===== src/common/vss_regs.svh =====
// vss_regs.svh: register offsets, field positions, reset values and timing
// figures of the start-up sequencer; assumes a 32-bit apb slave, 50 mhz clock
`ifndef VSS_REGS_SVH
`define VSS_REGS_SVH

// register byte offsets
`define VSS_OFF_CTRL 12'h000
`define VSS_OFF_STATUS 12'h004
`define VSS_OFF_IRQ_STAT 12'h008
`define VSS_OFF_IRQ_MASK 12'h00c
`define VSS_OFF_SETPOINT 12'h010

// control register fields
`define VSS_CTRL_EN_BIT 0
`define VSS_CTRL_RESET 1'b1

// status register fields
`define VSS_ST_STATE_LSB 0
`define VSS_ST_CLKPERM_BIT 4
`define VSS_ST_GOOD_BIT 5
`define VSS_ST_GPU_BIT 6
`define VSS_ST_BAND_LSB 8

// interrupt status and mask fields
`define VSS_IRQ_W 3
`define VSS_IRQ_CLKPERM_BIT 0
`define VSS_IRQ_GOOD_BIT 1
`define VSS_IRQ_DROP_BIT 2
`define VSS_IRQ_MASK_RESET 3'h0

// setpoint scale: one lsb is 500 uV, so 1.5 V is 3000
`define VSS_LSB_UV 500
`define VSS_CODE_TOP 12'hbb8
`define VSS_CODE_STEP 12'h019
`define VSS_BOOT_LEVEL 12'h898
`define VSS_SP_RESET 12'h000

// slew rates in uV per us
`define VSS_RATE_BOOT_UVUS 2500
`define VSS_RATE_SLEW_UVUS 5000

// time base
`define VSS_CLK_NS 20
`define VSS_TICK_NS 1000
`define VSS_TICK_CYC (`VSS_TICK_NS / `VSS_CLK_NS)

// in-band switching cycles before clock permission
`define VSS_BAND_CYCLES 13

// start delay after supply good, and output-good delay, in us
`define VSS_POR_DELAY_US 120
`define VSS_GOOD_DELAY_US 7000

`endif


===== src/common/vss_pkg.sv =====
// vss_pkg: types shared by the start-up sequencer and its surroundings
// assumes vss_regs.svh holds every number
package vss_pkg;

    // sequencer states, gray coded along the processor start-up path
    typedef enum logic [2:0] {
        VSS_IDLE = 3'b000,
        VSS_RAMP = 3'b001,
        VSS_HOLD = 3'b011,
        VSS_SLEW = 3'b010,
        VSS_REG = 3'b110
    } vss_state_type;

    // control pins from the processor and the analog front end
    typedef struct packed {
        logic supply_ok;
        logic regulator_on_request;
        logic gpu_mode;
        logic deeper_sleep_request;
        logic [6:0] voltage_code_in;
        logic pwm_cycle;
        logic vout_in_band;
        logic reverse_block_mode;
        logic switch_node_zero;
        logic low_side_cmd;
    } vss_pins_in_type;

    // outputs toward the modulator, drivers and system
    typedef struct packed {
        logic [11:0] setpoint;
        logic clock_permit_n;
        logic output_good_flag;
        logic low_side_gate_drive;
        logic ripple_clamp;
    } vss_pins_out_type;

endpackage


===== src/hw/vss_top.sv =====
// vss_top: start-up sequencer, reference setpoint ramp, voltage code decode
// and light-load gate control, with an apb register slave
// assumes pins synchronous to sys_clk, pwm_cycle one pulse per switching cycle
//
// The APB interface to the registers and the register addresses were decided locally.
`timescale 1ns/100ps
`include "vss_regs.svh"

// Summary of operation
// - start only with supply good and the regulator-on request high.
// - processor mode ramps setpoint to 1.1 V boot level at 2.5 mV/us.
// - processor mode grants clock permission after 13 in-band cycles at boot.
// - after clock permission, slew boot level to coded level at 5 mV/us.
// - processor mode raises output good about 7 ms after start.
// - start waits 120 us after supply crosses its threshold.
// - graphics mode ramps straight to the coded level, no boot level.
// - graphics ramp at base rate, doubled while deeper sleep is requested.
// - graphics mode grants clock permission after 13 in-band cycles, then good.
// - code zero gives 1.5 V, each increment lowers target by 12.5 mV.
// - light-load mode turns low-side gate off at switch-node zero.
// - light-load mode clamps ripple signal to stretch the period, except in idle.
module vss_top #(
    parameter int POR_DELAY_US = `VSS_POR_DELAY_US,
    parameter int GOOD_DELAY_US = `VSS_GOOD_DELAY_US,
    parameter int TICK_CYC = `VSS_TICK_CYC,
    parameter int BAND_CYCLES = `VSS_BAND_CYCLES
) (
    input wire logic sys_clk,
    input wire logic rstn,
    input wire logic psel,
    input wire logic penable,
    input wire logic pwrite,
    input wire logic [11:0] paddr,
    input wire logic [31:0] pwdata,
    output logic [31:0] prdata,
    output logic pready,
    output logic pslverr,
    input wire vss_pkg::vss_pins_in_type pins_in,
    output vss_pkg::vss_pins_out_type pins_out,
    output logic irq
);
    import vss_pkg::*;

    // setpoint change per tick in lsbs: the boot ramp moves at half the
    // slew step, and the graphics ramp may double the slew step
    localparam logic [11:0] STEP_BOOT =
        12'(`VSS_RATE_BOOT_UVUS / `VSS_LSB_UV);
    localparam logic [11:0] STEP_SLEW =
        12'(`VSS_RATE_SLEW_UVUS / `VSS_LSB_UV);
    // delays are counted in ticks of one microsecond, not in clocks
    localparam logic [15:0] TICK_LAST = 16'(TICK_CYC - 1);
    localparam logic [15:0] POR_TICKS = 16'(POR_DELAY_US);
    localparam logic [15:0] GOOD_TICKS = 16'(GOOD_DELAY_US);
    localparam logic [3:0] BAND_LAST = 4'(BAND_CYCLES - 1);

    // every flop of the block except the rst_sync pair lives in this one record
    typedef struct packed {
        vss_state_type state;
        logic [15:0] tick_cnt;
        logic [15:0] por_cnt;
        logic por_done;
        logic [15:0] good_cnt;
        logic [3:0] band_cnt;
        logic [11:0] setpoint;
        logic clock_permit_n;
        logic output_good;
        logic gate;
        logic gate_off;
        logic clamp;
        logic ctrl_en;
        logic [`VSS_IRQ_W-1:0] irq_stat;
        logic [`VSS_IRQ_W-1:0] irq_mask;
        logic [31:0] rdata;
        logic slverr;
    } vss_state_rec_type;

    // reset copy, record and combinational helpers
    logic [1:0] rst_sync;
    logic rst_n_s;
    vss_state_rec_type r;
    vss_state_rec_type nxt;
    logic tick;
    logic active;
    logic [11:0] target;
    logic [11:0] goal;
    logic [11:0] step;
    logic [11:0] code_drop;
    logic [`VSS_IRQ_W-1:0] events;
    logic wr_acc;
    logic rd_setup;

    // reset release through two flops; assertion still acts at once, but
    // the release is retimed so no flop leaves reset on a metastable edge
    always_ff @(posedge sys_clk or negedge rstn) begin
        if (!rstn) begin
            rst_sync <= 2'b00;
        end else begin
            rst_sync <= {rst_sync[0], 1'b1};
        end
    end
    assign rst_n_s = rst_sync[1];

    // voltage code decode, saturating at zero for the top codes
    // codes above 120 would wrap below zero, so codes from 120 up pin the target low
    assign code_drop = 12'(pins_in.voltage_code_in) * `VSS_CODE_STEP;
    assign target = (code_drop >= `VSS_CODE_TOP) ? 12'h000 :
        (`VSS_CODE_TOP - code_drop);

    // one-cycle tick enable; the delay counters and the setpoint ramp run off it
    assign tick = (r.tick_cnt == TICK_LAST);
    assign active = pins_in.supply_ok && pins_in.regulator_on_request &&
        r.ctrl_en;
    assign wr_acc = psel && penable && pwrite;
    assign rd_setup = psel && !penable;
    // no wait states: read data is ready from the access cycle on
    assign pready = 1'b1;

    // ramp goal and step per tick for the current phase
    // processor mode aims at the boot level first; graphics goes straight on
    always_comb begin
        goal = target;
        step = STEP_SLEW;
        if (r.state == VSS_RAMP || r.state == VSS_HOLD) begin
            if (pins_in.gpu_mode) begin
                goal = target;
                step = pins_in.deeper_sleep_request ?
                    12'(STEP_SLEW << 1) : STEP_SLEW;
            end else begin
                goal = `VSS_BOOT_LEVEL;
                step = STEP_BOOT;
            end
        end
    end

    // next state of the whole block
    always_comb begin
        nxt = r;
        events = '0;

        // time base: one enable pulse per microsecond
        // TICK_CYC clocks per tick, so the rates scale with the clock
        nxt.tick_cnt = tick ? 16'h0000 : r.tick_cnt + 16'h0001;

        // delay after supply rises before any start
        // a supply dip clears the count, so a brown-out waits the full delay
        if (!pins_in.supply_ok) begin
            nxt.por_cnt = 16'h0000;
            nxt.por_done = 1'b0;
        end else if (tick && !r.por_done) begin
            if (r.por_cnt == POR_TICKS - 16'h0001) begin
                nxt.por_done = 1'b1;
            end else begin
                nxt.por_cnt = r.por_cnt + 16'h0001;
            end
        end

        // setpoint slews toward the goal, one step per tick
        // the last step is trimmed so the setpoint lands exactly on the goal
        if (r.state != VSS_IDLE && tick) begin
            if (r.setpoint < goal) begin
                nxt.setpoint = (goal - r.setpoint > step) ?
                    r.setpoint + step : goal;
            end else if (r.setpoint > goal) begin
                nxt.setpoint = (r.setpoint - goal > step) ?
                    r.setpoint - step : goal;
            end
        end

        // output good timer runs from the start of the sequence
        // it stops at the limit, so a long regulate phase cannot wrap it
        if (r.state != VSS_IDLE && tick && r.good_cnt != GOOD_TICKS) begin
            nxt.good_cnt = r.good_cnt + 16'h0001;
        end

        // sequencer
        case (r.state)
            VSS_IDLE: begin
                // clear the counters so every start counts afresh
                nxt.band_cnt = 4'h0;
                nxt.good_cnt = 16'h0000;
                if (active && r.por_done) begin
                    nxt.state = VSS_RAMP;
                end
            end
            VSS_RAMP: begin
                // the hold count starts only once the goal is reached
                if (r.setpoint == goal) begin
                    nxt.state = VSS_HOLD;
                    nxt.band_cnt = 4'h0;
                end
            end
            VSS_HOLD: begin
                // one out-of-band cycle anywhere restarts the whole count
                if (!pins_in.vout_in_band) begin
                    nxt.band_cnt = 4'h0;
                end else if (pins_in.pwm_cycle) begin
                    if (r.band_cnt == BAND_LAST) begin
                        nxt.clock_permit_n = 1'b0;
                        events[`VSS_IRQ_CLKPERM_BIT] = 1'b1;
                        nxt.state = pins_in.gpu_mode ? VSS_REG : VSS_SLEW;
                    end else begin
                        nxt.band_cnt = r.band_cnt + 4'h1;
                    end
                end
            end
            VSS_SLEW: begin
                // processor mode only: boot level on to the coded level
                if (r.setpoint == target) begin
                    nxt.state = VSS_REG;
                end
            end
            VSS_REG: begin
                // code changes are followed through the slew logic above
                nxt.state = VSS_REG;
            end
            default: begin
                // an unused code recovers through idle
                nxt.state = VSS_IDLE;
            end
        endcase

        // output good once permission is given and the delay ran out
        // waiting for permission keeps good from ever leading the grant
        if (!r.clock_permit_n && r.good_cnt == GOOD_TICKS &&
            !r.output_good && r.state != VSS_IDLE) begin
            nxt.output_good = 1'b1;
            events[`VSS_IRQ_GOOD_BIT] = 1'b1;
        end

        // any loss of request or supply drops back to idle
        // it comes last so it overrides a grant or good in the same cycle
        if (!active && r.state != VSS_IDLE) begin
            nxt.state = VSS_IDLE;
            nxt.clock_permit_n = 1'b1;
            nxt.output_good = 1'b0;
            nxt.setpoint = `VSS_SP_RESET;
            events[`VSS_IRQ_DROP_BIT] = 1'b1;
        end

        // light-load mode: hold low side off after the zero crossing
        // the latch keeps the gate off for the rest of the pulse, so
        // ringing on the switch node cannot turn it back on too early
        if (!pins_in.low_side_cmd) begin
            nxt.gate_off = 1'b0;
        end else if (pins_in.reverse_block_mode &&
            pins_in.switch_node_zero) begin
            nxt.gate_off = 1'b1;
        end
        nxt.gate = pins_in.low_side_cmd && !(pins_in.reverse_block_mode &&
            (pins_in.switch_node_zero || r.gate_off));
        nxt.clamp = pins_in.reverse_block_mode &&
            (r.state != VSS_IDLE);

        // register writes; interrupt bits are write one to clear
        // read-only and unmapped offsets leave every register unchanged
        if (wr_acc) begin
            case (paddr)
                `VSS_OFF_CTRL: begin
                    nxt.ctrl_en = pwdata[`VSS_CTRL_EN_BIT];
                end
                `VSS_OFF_IRQ_STAT: begin
                    nxt.irq_stat = r.irq_stat & ~pwdata[`VSS_IRQ_W-1:0];
                end
                `VSS_OFF_IRQ_MASK: begin
                    nxt.irq_mask = pwdata[`VSS_IRQ_W-1:0];
                end
                default: begin
                    nxt.irq_mask = r.irq_mask;
                end
            endcase
        end
        // a new event wins over a clear in the same cycle
        nxt.irq_stat = nxt.irq_stat | events;

        // read data and error are captured in the setup cycle
        // so prdata comes from a flop and pready can stay high throughout;
        // unmapped offsets read zero and raise pslverr in the access phase
        if (rd_setup) begin
            nxt.rdata = 32'h0000_0000;
            nxt.slverr = 1'b0;
            case (paddr)
                `VSS_OFF_CTRL: begin
                    nxt.rdata[`VSS_CTRL_EN_BIT] = r.ctrl_en;
                end
                `VSS_OFF_STATUS: begin
                    nxt.rdata[`VSS_ST_STATE_LSB +: 3] = r.state;
                    nxt.rdata[`VSS_ST_CLKPERM_BIT] = !r.clock_permit_n;
                    nxt.rdata[`VSS_ST_GOOD_BIT] = r.output_good;
                    nxt.rdata[`VSS_ST_GPU_BIT] = pins_in.gpu_mode;
                    nxt.rdata[`VSS_ST_BAND_LSB +: 4] = r.band_cnt;
                end
                `VSS_OFF_IRQ_STAT: begin
                    nxt.rdata[`VSS_IRQ_W-1:0] = r.irq_stat;
                end
                `VSS_OFF_IRQ_MASK: begin
                    nxt.rdata[`VSS_IRQ_W-1:0] = r.irq_mask;
                end
                `VSS_OFF_SETPOINT: begin
                    nxt.rdata[11:0] = r.setpoint;
                end
                default: begin
                    nxt.slverr = 1'b1;
                end
            endcase
        end
    end

    // single state register
    // the reset branch holds constants only; the release is already retimed
    always_ff @(posedge sys_clk or negedge rst_n_s) begin
        if (!rst_n_s) begin
            r.state <= VSS_IDLE;
            r.tick_cnt <= 16'h0000;
            r.por_cnt <= 16'h0000;
            r.por_done <= 1'b0;
            r.good_cnt <= 16'h0000;
            r.band_cnt <= 4'h0;
            r.setpoint <= `VSS_SP_RESET;
            r.clock_permit_n <= 1'b1;
            r.output_good <= 1'b0;
            r.gate <= 1'b0;
            r.gate_off <= 1'b0;
            r.clamp <= 1'b0;
            r.ctrl_en <= `VSS_CTRL_RESET;
            r.irq_stat <= '0;
            r.irq_mask <= `VSS_IRQ_MASK_RESET;
            r.rdata <= 32'h0000_0000;
            r.slverr <= 1'b0;
        end else begin
            r <= nxt;
        end
    end

    // outputs straight from the state register
    // irq is a level, high while any unmasked sticky bit stands
    assign prdata = r.rdata;
    assign pslverr = r.slverr;
    assign irq = |(r.irq_stat & r.irq_mask);
    assign pins_out.setpoint = r.setpoint;
    assign pins_out.clock_permit_n = r.clock_permit_n;
    assign pins_out.output_good_flag = r.output_good;
    assign pins_out.low_side_gate_drive = r.gate;
    assign pins_out.ripple_clamp = r.clamp;

endmodule


===== config.mk =====
export PLATFORM = sky130hd
export DESIGN_NAME = vss_top
export DESIGN_NICKNAME = d
export VERILOG_FILES = /design/src/common/vss_pkg.sv /design/src/hw/vss_top.sv
export VERILOG_INCLUDE_DIRS = /design/src /design/src/common
export SDC_FILE = /design/constraint.sdc
export NUM_CORES = 1
export LEC_CHECK = 0
export BUFFER_PORTS_ARGS = -buffer_cell sky130_fd_sc_hd__buf_2
export CAP_MARGIN = 20
export CORE_ASPECT_RATIO = 2
export CORE_MARGIN = 4
export CORE_UTILIZATION = 40
export CTS_BUF_LIST = sky130_fd_sc_hd__clkbuf_4 sky130_fd_sc_hd__clkbuf_8
export CTS_CLUSTER_SIZE = 30
export DETAILED_ROUTE_END_ITERATION = 7
export PLACE_DENSITY_LB_ADDON = 0.15
export SLEW_MARGIN = 20
export SYNTH_ARGS = -nofsm -noshare
export SYNTH_HDL_FRONTEND = slang
export SYNTH_SLANG_ARGS = --single-unit

===== constraint.sdc =====
create_clock -name sys_clk -period 3.8 [get_ports sys_clk]
set_clock_uncertainty 0.1 [all_clocks]
set_input_delay 0.95 -clock sys_clk [delete_from_list [all_inputs] [get_ports sys_clk]]
set_output_delay 0.95 -clock sys_clk [all_outputs]
set_load 0.02 [all_outputs]

---- Word level (Yosys, flattened, before mapping) ----
Index checks and enable logic that the tools add are counted.
operators by class
  add/subtract/negate cells ............... 9
  multipliers ............................. 1
  div/mod/pow operators ................... 0
  order comparisons ....................... 5
  equal/unequal tests ..................... 28
  shifts and indexed selects .............. 0
  multiplexer cells ....................... 56
  bitwise operators ....................... 4
  reductions and logical operators ........ 47
operator list
  kind                     number
  $mux W12                 8
  $mux W16                 4
  $add A16 B1 Y16 const B  3
  $gt A12 B12 Y1           3
  $sub A12 B12 Y12         3
  $mux W17                 2
  $mux W3                  10
  $eq A12 B12 Y1           2
  $eq A12 B4 Y1 const B    2
  $logic_and A1 B1 Y1      17
  $mux W1                  17
  $eq A16 B13 Y1 const B   1
  $eq A16 B6 Y1 const B    1
  $eq A16 B7 Y1 const B    1
  $mux W4                  4
  $ne A16 B13 Y1 const B   1
  $mux W5                  3
  $pmux W3 S5              1
  $mux W14                 1
  $reduce_bool A2 Y1       7
  $add A12 B12 Y12         1
  $eq A12 B3 Y1 const B    1
  $eq A12 B5 Y1 const B    1
  $ge A12 B12 Y1 const B   1
  32 further kinds         55
storage, ports and cells
  flip-flop bits (word level) ............. 95
  latch bits .............................. 0
  memory bits (writable) .................. 0
  bits in read-only memories .............. 0
  input port bits ......................... 65
  output and inout bits ................... 51
  word-level logic and storage cells ...... 168
  memories kept ........................... 0

---- Depth between registers and ports, before layout ----
Gate-level depths: netlist of the first run.
  word-level depth ........................ 12
  mapped depth ............................ 30

---- Worst setup path before layout of the first run ----
OpenSTA, ideal clock, no wires.
  kind .................................... input to register
  from .................................... input port pins_in[7] (netlist name)
  to ...................................... register r, in the netlist pins_out[15]
  setup time .............................. 64 ps
  arrival time ............................ 6454 ps
  required time ........................... 3636 ps
  setup slack ............................. -2819 ps
  cell stages on the path ................. 24
  path buffers ............................ 0
  cells stage by stage .................... ha_1 ha_1 fa_1 ha_1 nor2b_1 o31a_1 o21ai_0 nor3b_1 o21ai_0 nand2_1 and3_1 inv_1 fa_1 xnor2_1 ha_1 a21oi_1 o21ai_0 a211oi_1 nor2_1 nor4b_2 a41oi_4 a221o_1 a221oi_2 a21o_1
between the ends
  word-level cells in the longest chain between the ends .. 12
  elaborated cells between the ends (all ways) .. 20
ends and longest elaborated chain
  item                                                                        RTL line        source
  start: declaration                                                          vss_top.sv:38   input wire vss_pkg::vss_pins_in_type pins_in,
  $mul A7 B5 Y12 (no source line) (*)                                         -
  $sub A12 B12 Y12 (no source line) / $ge A12 B12 Y1 (equally long branches)  -
  $mux W12 (*)                                                                vss_top.sv:106  assign target = (code_drop >= `VSS_CODE_TOP) ? 12'h000 :
  $mux W12                                                                    vss_top.sv:124  if (pins_in.gpu_mode) begin
  $mux W12 (*)                                                                vss_top.sv:123  if (r.state == VSS_RAMP || r.state == VSS_HOLD) begin
  $sub A12 B12 Y12                                                            vss_top.sv:164  nxt.setpoint = (r.setpoint - goal > step) ?
  $gt A12 B12 Y1                                                              vss_top.sv:164
  $mux W12                                                                    vss_top.sv:164
  $mux W12                                                                    vss_top.sv:163  end else if (r.setpoint > goal) begin
  $mux W12                                                                    vss_top.sv:160  if (r.setpoint < goal) begin
  $mux W12                                                                    vss_top.sv:159  if (r.state != VSS_IDLE && tick) begin
  $mux W14                                                                    vss_top.sv:232  if (!active && r.state != VSS_IDLE) begin
  end signal: assignment                                                      vss_top.sv:330  r <= nxt;
  end: declaration                                                            vss_top.sv:80   vss_state_rec_type r;
Mark *: on every way between the ends. The rest lies on a longest branch, timed or not. The select of a mux whose other input is x is not followed.
A chain may end at the register's enable or synchronous reset.

---- Final worst setup path of the first run ----
Ends and elaborated chain as after synthesis.

==> results of run 1 <==
area by class of cell:
cell class,instances,share of cell area
Clock inverter,7,0.008471
Timing Repair Buffer,289,0.1837
Antenna cell,1,0.0002200
Clock buffer,9,0.01089
Tap cell,266,0.02926
Sequential cell,95,0.2096
Inverter,70,0.02398
Multi-Input combinational cell,775,0.5339
path summary, 6_finish.rpt:
kind / end / depth (start not counted)
setup / recovery: pins_out[15]$_DFFE_PN0P_ / 27
hold / removal: rst_sync[1]$_DFF_PN0_ / 1
setup reg to reg: pins_out[15]$_DFFE_PN0P_ / 18
hold reg to reg: rst_sync[1]$_DFF_PN0_ / 0
max in group asynchronous: r[67]$_DFFE_PN0P_ / 1
min in group sys_clk: rst_sync[1]$_DFF_PN0_ / 0
cells in the mapped netlist, types with 9 or more instances:
cell | number | area share
a21o_1 | 11 | 0.0098
a21oi_1 | 50 | 0.030
a221oi_1 | 9 | 0.0094
a22oi_1 | 13 | 0.012
and2_1 | 25 | 0.019
and3_1 | 17 | 0.013
buf_4 | 53 | 0.047
clkbuf_1 | 23 | 0.010
dfrtp_1 | 93 | 0.28
ha_1 | 76 | 0.11
inv_1 | 70 | 0.031
nand2_1 | 82 | 0.037
nand2b_1 | 15 | 0.011
nand3_1 | 44 | 0.026
nand4_1 | 19 | 0.014
nor2_1 | 77 | 0.034
nor2b_1 | 13 | 0.0097
nor3_1 | 23 | 0.014
nor4_1 | 11 | 0.0082
o21ai_0 | 51 | 0.030
xnor2_1 | 45 | 0.047
xor2_1 | 29 | 0.030
flip-flops by register name, summed over array words and instances, names as in the netlist:
signal	cells
pins_out	16
r	64
pslverr	1
rst_sync	2
prdata	12
cell families (layout without fill, tap and decap cells):
kind of cell             count (synthesis)  in the layout  share of synthesized area
adder cells (fa/ha/maj)                 82             82                     0.1275
multiplexers                            13             13                    0.01623
AO/OA/AOI/OAI                          231            231                     0.1905
XOR/XNOR                                74             74                    0.07715
buffers and inverters                  154            375                    0.09353
flip-flops                              95             95                     0.2833
other                                    2             23                  0.0008940
AND/OR/NAND/NOR                        353            353                     0.2109
power by group:
part	switching (W)	internal (W)	leakage, nW
logic	0.00194	0.00189	3.95
registers	0.0000130	0.00101	1.28
clock network	0.000384	0.000371	0.102
repair_timing:
item	CTS	global route
setup endpoints to repair	18	18
setup buffers	25	20
endpoints found under the hold margin	0	0
pin swaps	37	43
gates resized for setup	72	80
cell usage in the layout (no fill, tap or decap), drive strengths merged, types with 15 or more instances in the layout:
cell type and instances:
a21oi 52, and2 25, and3 17, buf 289, conb 22, dfrtp 93
ha 76, inv 71, nand2 83, nand2b 15, nand3 44, nand4 19
nor2 77, nor3 24, o21ai 59, xnor2 45, xor2 29
metrics by stage:
step | cell area [um2] | setup WS [ns] | hold slack, ns | power (W)
2_1_floorplan | 8636 | -2.430 | 0.2312 | 0.002760
3_3_place_gp | 10280 | -2.969 | 0.2388 | 0.004218
3_5_place_dp | 10280 | -3.159 | 0.2402 | 0.004226
4_1_cts | 11040 | -2.360 | 0.1996 | 0.005380
5_1_grt | 11370 | -2.629 | 0.2037 | 0.005968
6_report | 11370 | -2.420 | 0.2266 | 0.005608
critical path, cell delays in order:
cell      delay (ns)
buf_8           0.11
ha_4            0.26
ha_4            0.19
fa_2            0.55
ha_4            0.21
nor2b_4         0.12
o31a_1          0.27
o21ai_2         0.16
nor3b_4         0.28
o21ai_2         0.12
nand2_2         0.09
nand3_2         0.08
buf_6           0.14
ha_4            0.15
fa_2            0.38
xnor2_2         0.15
ha_1            0.35
a21oi_2         0.15
o21ai_1         0.09
a211oi_2        0.22
nor2_2          0.09
nor4b_4         0.32
buf_4           0.17
a41oi_4         0.15
a221o_1         0.40
a221oi_2        0.22
a21o_1          0.10
layer usage:
metal	vias up	global-route usage	wire length, um
met2	186	0.4828	16130
met5	-	0	0
li1	3949	-	-
met4	0	0.1730	2093
met1	3907	0.2291	9506
met3	87	0.02893	841
==> out/metrics.cfg, run 1 <==
[layout]
regArea_um2 = 2384
nFillCells = 1937
final_core_util = 0.5533
multiInputGateArea_um2 = 6072
area_growth_pct = 35.39
drive_above_1_share = 0.3494
final_cells = 1512
final_nets = 1387

[critical_path]
worstPathRequired_ns = 4.04
critical_path.startpoint = pins_in[7]
r2r_setup_slack_ns = -0.40
cp_max_fo = 5
cp-start-kind = input port
r2r_start = r[110]$_DFFE_PN0P_
crit_type = input port to flop
critPathCaptureType = flop
arrival_ns = 6.46

[synth]
avgSynthCellArea_um2 = 8.367
syn_inst = 1004
yosys_warnings = 0
synth.cell_area_um2 = 8401
synth-seq-cells = 95
synth_edf_count = 0
async_flop_share = 1.000
synthFlopType = dfrtp_1
synth.distinct_cells = 77
synth_seq_area_share = 0.2833

[pwr]
p_leak_nw = 5.339
peakVddDrop_v = 0.0002781
power_density_nw_per_um2 = 493.1

[global_routing]
grt_max_degree = 59
track_usage = 0.2448
grt_pass1_wl_um = 44960
grt_overflow = 0
grt_pass1_vias = 8441
antenna_found_initial = 1

[route]
avgViaCountPerCell = 5.376
wl_per_cell_um = 18.89
num_vias = 8129
wirelength_um = 28570
drc_errors = 0
drt_iter0_drc = 348
first_pass_iters = 4
drtAntennaViolNets = 0

[floorplanning]
io_pins = 116
core-area_um2 = 20550
start_util = 0.4087
die_x_um = 110.5
core.rowCount = 74
die_height_um = 212.9
die-area_um2 = 23520

[run_status]
violations = setup timing
run_status = complete, but fails checks

[clocking]
numCtsBuffers = 9
cts_max_level = 3
cts_buffer_depth = 2
tritoncts = yes
cts_root_buffer = clkbuf_8
clock_latency_ns = 0.39
path_clk_slew_ns = 0.10
clkSinkCount = 95
ctsHoldBuffers = 0

[flow_run]
drv_cap = 0

[timing]
finalSetupViolCount = 18
min_period_over_period = 1.637
max_slew.worst_pin.slew_ns = 0.8082
maxSlewViolCount = 0
grt_setup_unrepaired = true
hold_violations = 0
setup_tns_ns = -35.46
maxSlewHeadroom = 0.4612
post-route-min-period_ns = 6.220
finalWorstSetupSlack_ns = -2.420
max_clock_freq_ghz = 0.1608

[place]
portBuffers = 65
gp_congestion = 0.9798
place_inst = 1471
place.detailed.hpwl_um = 23250

[hold_path]
hp-class = input port to asynchronous set/reset pin

No activity file was read; power rests on OpenSTA's default activity.
==> run 2: changes to the inputs <==
--- a/config.mk
+++ b/config.mk
@@ -14,7 +14,6 @@
 export CTS_BUF_LIST = sky130_fd_sc_hd__clkbuf_4 sky130_fd_sc_hd__clkbuf_8
 export CTS_CLUSTER_SIZE = 30
 export DETAILED_ROUTE_END_ITERATION = 7
-export PLACE_DENSITY_LB_ADDON = 0.15
 export SLEW_MARGIN = 20
 export SYNTH_ARGS = -nofsm -noshare
 export SYNTH_HDL_FRONTEND = slang
==> run 2 against run 1 <==
Compared with the run above:
- the flow still finishes with violations (setup timing)
- first-iteration DRC count rose by 15%
- non-clock buffer count fell by 10
- sequential power barely moved
- worst hold slack improved by 0.011 ns
- clock power fell by 7.5%
- final cell count fell by 0.66%
- via count rose by 2.1%
- routed wire length fell by 3.0%
- maximum frequency rose by 1.2%
- flip-flop and latch count did not move
- clock-buffer cell count rose by 1
- combinational power fell by 3%
- critical endpoint unchanged
- largest power group unchanged
==> out/metrics.cfg, run 2 (synthesis results as in run 1) <==
[layout]
largest_reg_flops = 64  ; unchanged
multiInputGateArea_um2 = 5891  ; was 6072 um2
layout_commonest_cell = buf_4  ; unchanged
area_growth_pct = 32.11  ; was 35.39%
nFillCells = 1972  ; was 1937
drive_above_1_share = 0.3287  ; was 0.3494
layout_common_cells = 205 x buf_4, 92 x dfrtp_1, 78 x nand2_1, 72 x nor2_1, 67 x inv_1  ; was 209 x buf_4, 92 x dfrtp_1, 77 x nand2_1, 71 x nor2_1, 66 x inv_1
top_register = r  ; unchanged
final_nets = 1377  ; was 1387
regArea_um2 = 2384  ; unchanged

[timing]
maxSlewViolCount = 0  ; unchanged
fin_hold_ws_ns = 0.2374  ; was 0.2266 ns
hold_violations = 0  ; unchanged
grt_setup_unrepaired = true  ; unchanged
post-route-min-period_ns = 6.146  ; was 6.220 ns
finalWorstSetupSlack_ns = -2.346  ; was -2.420 ns
setup_tns_ns = -36.23  ; was -35.46 ns
max_clock_freq_ghz = 0.1627  ; was 0.1608 GHz
finalSetupViolCount = 18  ; unchanged
min_period_over_period = 1.617  ; was 1.637
maxSlewHeadroom = 0.4103  ; was 0.4612
max_slew.worst_pin.slew_ns = 0.8846  ; was 0.8082 ns

[critical_path]
critical_path.startpoint = pins_in[7]  ; unchanged
crit_top_cell = ha_4  ; unchanged
rr_worst_depth = 17  ; was 18
crit_type = input port to flop  ; unchanged
r2r_setup_slack_ns = -0.27  ; was -0.40 ns
path_buf_inv = 3  ; unchanged
cp_top_family = adder cells  ; unchanged
crit_cells = 29  ; was 27
r2r_start = r[112]$_DFFE_PN0P_  ; was r[110]$_DFFE_PN0P_
cp-start-kind = input port  ; unchanged
cp_max_fo = 7  ; was 5
critPathMaxStageDelay_ns = 0.53  ; was 0.55 ns
arrival_ns = 6.37  ; was 6.46 ns
worstPathRequired_ns = 4.02  ; was 4.04 ns
critPathCaptureType = flop  ; unchanged
crit_path_end = pins_out[15]$_DFFE_PN0P_  ; unchanged
r2r_end = pins_out[15]$_DFFE_PN0P_  ; unchanged
critPathSlowestCell = fa_1  ; was fa_2

[route]
drc_errors = 0  ; unchanged
drt_iter0_drc = 401  ; was 348
wirelength_um = 27720  ; was 28570 um
wl_per_cell_um = 18.45  ; was 18.89 um
drtAntennaViolNets = 0  ; unchanged
first_pass_iters = 5  ; was 4
avgViaCountPerCell = 5.527  ; was 5.376
num_vias = 8302  ; was 8129

[run_status]
run_status = complete, but fails checks  ; unchanged
violations = setup timing  ; unchanged

[place]
gp_congestion = 0.9798  ; unchanged
portBuffers = 65  ; unchanged
place.detailed.hpwl_um = 22390  ; was 23250 um

[floorplanning]
die_height_um = 212.9  ; unchanged
core.rowCount = 74  ; unchanged
die_x_um = 110.5  ; unchanged
start_util = 0.4087  ; unchanged
die-area_um2 = 23520  ; unchanged
io_pins = 116  ; unchanged
core-area_um2 = 20550  ; unchanged

[flow_run]
drv_cap = 0  ; unchanged

[global_routing]
grt_use_met2 = 0.4706  ; was 0.4828
grt_overflow = 0  ; unchanged
grt_pass1_vias = 8803  ; was 8441
grt_use_met1 = 0.2019  ; was 0.2291
track_usage = 0.2366  ; was 0.2448
grt.busiest_layer = met2  ; unchanged
grt_use_met3 = 0.03120  ; was 0.02893
antenna_found_initial = 0  ; was 1
grt_pass1_wl_um = 44290  ; was 44960 um
grt_max_degree = 60  ; was 59

[clocking]
clock_latency_ns = 0.38  ; was 0.39 ns
clkSinkCount = 95  ; unchanged
ctsHoldBuffers = 0  ; unchanged
tritoncts = yes  ; unchanged
cts_max_level = 3  ; unchanged
cts_buffer_depth = 2  ; unchanged
cts_root_buffer = clkbuf_8  ; unchanged
numCtsBuffers = 9  ; unchanged
path_clk_slew_ns = 0.09  ; was 0.10 ns

[pwr]
peakVddDrop_v = 0.0003883  ; was 0.0002781 V
power_density_nw_per_um2 = 488.8  ; was 493.1 nW/um2
p_leak_nw = 5.254  ; was 5.339 nW
power.total_w = 0.005425  ; was 0.005608 W

[hold_path]
hp-class = input port to asynchronous set/reset pin  ; unchanged

[run 2: cell count changes in the layout (fill, tap and decap cells not counted), sizes merged]
cell / change
clkinvlp: -1
clkbuf: +1
buf: -10
bufinv: -1
clkinv: +1
[run 2: worst min path at each step]
stage | endpoint | slack, ns | depth (start not counted)
3_3_place_gp | rst_sync[1]$_DFF_PN0_ | 0.24 | 0
4_1_cts | rst_sync[1]$_DFF_PN0_ | 0.22 | 1
6_report | rst_sync[0]$_DFF_PN0_ | 0.24 | 1
3_5_place_dp | rst_sync[1]$_DFF_PN0_ | 0.26 | 0
2_1_floorplan | rst_sync[1]$_DFF_PN0_ | 0.23 | 0
5_1_grt | rst_sync[0]$_DFF_PN0_ | 0.22 | 1
[run 2: report_power, final]
group	internal (W)	leakage, nW	switching, W	total (W)
clock	0.000324	0.0989	0.000374	0.000698
combinational	0.00182	3.87	0.00188	0.00370
sequential	0.00101	1.28	0.0000135	0.00103
total	0.00316	5.25	0.00227	0.00542
[run 2: final cells by class]
cell class	instances	share of cell area
Clock buffer	10	0.01240
Inverter	70	0.02435
Timing Repair Buffer	279	0.1814
Tap cell	266	0.02999
Clock inverter	6	0.006088
Multi-Input combinational cell	775	0.5308
Antenna cell	1	0.0002255
Sequential cell	95	0.2148
[run 2: per-layer routing]
layer | up-vias | part of all wire
met5 | - | 0
met1 | 3938 | 0.31
met3 | 156 | 0.036
met4 | 0 | 0.098
li1 | 3930 | -
met2 | 278 | 0.55
[run 2: timing repair]
item                       in CTS  in global routing
resized for setup              91                 15
pin swaps                      56                 12
gates cloned                    1                  0
setup buffers                  15                  4
setup endpoints to repair      18                 18
[run 2: worst register-to-register path: cells and delay by family, from the launching register on]
kind,cells,cell delay (ns)
simple gates,5,0.83
fa+ha+maj,1,0.42
buf+inv,4,0.69
compound gates,7,1.59
flops,1,0.40
[run 2: through the flow]
stage | worst slack [ns] | util | cells | area [um2]
global route | -2.589 | 0.5398 | 1501 | 11100
CTS | -2.222 | 0.5355 | 1497 | 11010
detailed placement | -2.881 | 0.4997 | 1467 | 10270
finish | -2.346 | 0.5399 | 1502 | 11100
floorplan | -2.430 | - | 1024 | 8636
global placement | -2.869 | 0.4997 | 1467 | 10270
==> run 3: changes to the inputs <==
--- a/config.mk
+++ b/config.mk
@@ -12,8 +12,10 @@
 export CORE_MARGIN = 4
 export CORE_UTILIZATION = 40
 export CTS_BUF_LIST = sky130_fd_sc_hd__clkbuf_4 sky130_fd_sc_hd__clkbuf_8
+export CTS_CLUSTER_DIAMETER = 200
 export CTS_CLUSTER_SIZE = 30
 export DETAILED_ROUTE_END_ITERATION = 7
+export RECOVER_POWER = 50
 export SLEW_MARGIN = 20
 export SYNTH_ARGS = -nofsm -noshare
 export SYNTH_HDL_FRONTEND = slang
==> run 3 against run 2 <==
Compared with the run above:
- register-to-register slack about the same
- critical path depth down 3
- sequential power hardly changed
- setup slack barely moved
- the run ends with capacitance limit, slew limit, setup timing left
- routed wire length increased by 0.15%
- total power about the same
- clock power hardly changed
- flip-flop and latch count unchanged
- sequential share of layout area about the same
==> out/metrics.cfg, run 3 (synthesis results as in run 1) <==
[run_status]
run_status = complete, but fails checks  ; unchanged
violations = capacitance limit, slew limit, setup timing  ; was setup timing

[timing]
hold_violations = 0  ; unchanged
min_period_over_period = 1.617  ; about the same
max_clock_freq_ghz = 0.1627  ; about the same
finalWorstSetupSlack_ns = -2.346  ; about the same
grt_setup_unrepaired = true  ; unchanged
finalSetupViolCount = 18  ; unchanged
maxSlewHeadroom = -0.6178  ; was 0.4103
max_slew.worst_pin.slew_ns = 2.427  ; was 0.8846 ns
post-route-min-period_ns = 6.146  ; about the same
maxSlewViolCount = 60  ; was 0

[layout]
final_core_util = 0.5393  ; was 0.5399
drive_above_1_share = 0.3255  ; was 0.3287
design_area_um2 = 11090  ; was 11100 um2
area_growth_pct = 31.96  ; was 32.11%
layout_common_cells = 203 x buf_4, 93 x dfrtp_1, 78 x nand2_1, 72 x nor2_1, 67 x inv_1  ; was 205 x buf_4, 92 x dfrtp_1, 78 x nand2_1, 72 x nor2_1, 67 x inv_1
layout_commonest_cell = buf_4  ; unchanged
top_register = r  ; unchanged
final_nets = 1377  ; unchanged
nFillCells = 1977  ; was 1972
largest_reg_flops = 64  ; unchanged

[floorplanning]
die_x_um = 110.5  ; unchanged
core-area_um2 = 20550  ; unchanged
die_height_um = 212.9  ; unchanged
io_pins = 116  ; unchanged
die-area_um2 = 23520  ; unchanged
core.rowCount = 74  ; unchanged
start_util = 0.4087  ; unchanged

[route]
first_pass_iters = 5  ; unchanged
num_vias = 8295  ; was 8302
avgViaCountPerCell = 5.523  ; was 5.527
drt_iter0_drc = 400  ; was 401
wl_per_cell_um = 18.48  ; was 18.45 um
drtAntennaViolNets = 0  ; unchanged
drc_errors = 0  ; unchanged
wirelength_um = 27760  ; was 27720 um

[critical_path]
arrival_ns = 6.37  ; about the same
worstPathRequired_ns = 4.02  ; about the same
cp_max_fo = 8  ; was 7
critPathCaptureType = flop  ; unchanged
critical_path.startpoint = pins_in[7]  ; unchanged
critPathMaxStageDelay_ns = 0.53  ; about the same
r2r_start = r[112]$_DFFE_PN0P_  ; unchanged
cp-start-kind = input port  ; unchanged
crit_type = input port to flop  ; unchanged
crit_top_cell = buf_4  ; was ha_4
critPathSlowestCell = fa_1  ; unchanged

[flow_run]
drv_cap = 1  ; was 0

[clocking]
clkSinkCount = 95  ; unchanged
clock_latency_ns = 0.38  ; about the same
numCtsBuffers = 9  ; unchanged
tritoncts = yes  ; unchanged
cts_max_level = 3  ; unchanged
ctsHoldBuffers = 0  ; unchanged
cts_buffer_depth = 2  ; unchanged
cts_root_buffer = clkbuf_8  ; unchanged
path_clk_slew_ns = 0.09  ; about the same

[pwr]
p_leak_nw = 5.244  ; was 5.254 nW
power_density_nw_per_um2 = 489.3  ; was 488.8 nW/um2
peakVddDrop_v = 0.0003881  ; was 0.0003883 V

[global_routing]
grt_overflow = 0  ; unchanged
antenna_found_initial = 0  ; unchanged
grt_pass1_wl_um = 44290  ; unchanged
track_usage = 0.2366  ; unchanged
grt_max_degree = 60  ; unchanged
grt_pass1_vias = 8803  ; unchanged

[place]
place.detailed.hpwl_um = 22390  ; unchanged
gp_congestion = 0.9798  ; unchanged
portBuffers = 65  ; unchanged
placed_area_um2 = 10270  ; unchanged
post-place-ws_ns = -2.881  ; unchanged

[hold_path]
hp-class = input port to asynchronous set/reset pin  ; unchanged

## run 3: area by class of cell
cell class / count / area [um2] / share of cell area
multi-input combinational: 775 / 5891 / 0.5314
sequential: 95 / 2380 / 0.2147
timing repair buffer: 279 / 2004 / 0.1808
tap: 266 / 332.8 / 0.03002
inverter: 70 / 270.3 / 0.02438
clock buffer: 10 / 137.6 / 0.01242
clock inverter: 6 / 67.56 / 0.006095
antenna: 1 / 2.502 / 0.0002257
## run 3: per-stage QoR
step	instances	total power [W]	setup TNS, ns	hold WS (ns)
2_1_floorplan	1024	0.002760	-35.34	0.2312
4_1_cts	1497	0.005331	-34.17	0.2201
3_3_place_gp	1467	0.004215	-45.95	0.2387
5_1_grt	1501	0.005766	-40.16	0.2258
6_report	1502	0.005425	-36.26	0.2410
3_5_place_dp	1467	0.004235	-46.38	0.2556
## run 3: where the power goes
part | leakage, nW | switching (W) | internal [W]
registers | 1.29 | 0.0000134 | 0.00101
clock network | 0.0989 | 0.000374 | 0.000324
logic | 3.86 | 0.00188 | 0.00182
## run 3: worst max-delay path: cells and delay by family
| kind | cells | cell delay, ns |
|---|---|---|
| buffers and inverters | 5 | 0.73 |
| AND/OR/NAND/NOR | 5 | 0.73 |
| adder cells (fa/ha/maj) | 5 | 1.64 |
| AO/OA/AOI/OAI | 11 | 2.30 |
## run 3: per-layer routing
layer | part of all wire | vias to the layer above | wire length [um] | track usage
li1 | - | 3932 | - | -
met1 | 0.32 | 3937 | 8766 | 0.2019
met2 | 0.55 | 273 | 15390 | 0.4706
met3 | 0.036 | 153 | 991 | 0.03120
met4 | 0.094 | 0 | 2612 | 0.2011
met5 | 0 | - | 0 | 0
## run 3: timing repair
action                     in CTS  in global routing
gates cloned                    1                  0
setup endpoints to repair      18                 18
pin swaps                      56                 12
gates resized for setup        91                 15
buffers inserted               15                  4
## run 3: final timing paths
kind,end,slack (ns),depth (start not counted)
min reg2reg,rst_sync[1]$_DFF_PN0_,0.27,0
min in group sys_clk,rst_sync[1]$_DFF_PN0_,0.27,0
min,rst_sync[0]$_DFF_PN0_,0.24,1
max,pins_out[15]$_DFFE_PN0P_,-2.35,26
max reg2reg,pins_out[15]$_DFFE_PN0P_,-0.27,17
max in group asynchronous,r[68]$_DFFE_PN0P_,0.87,1
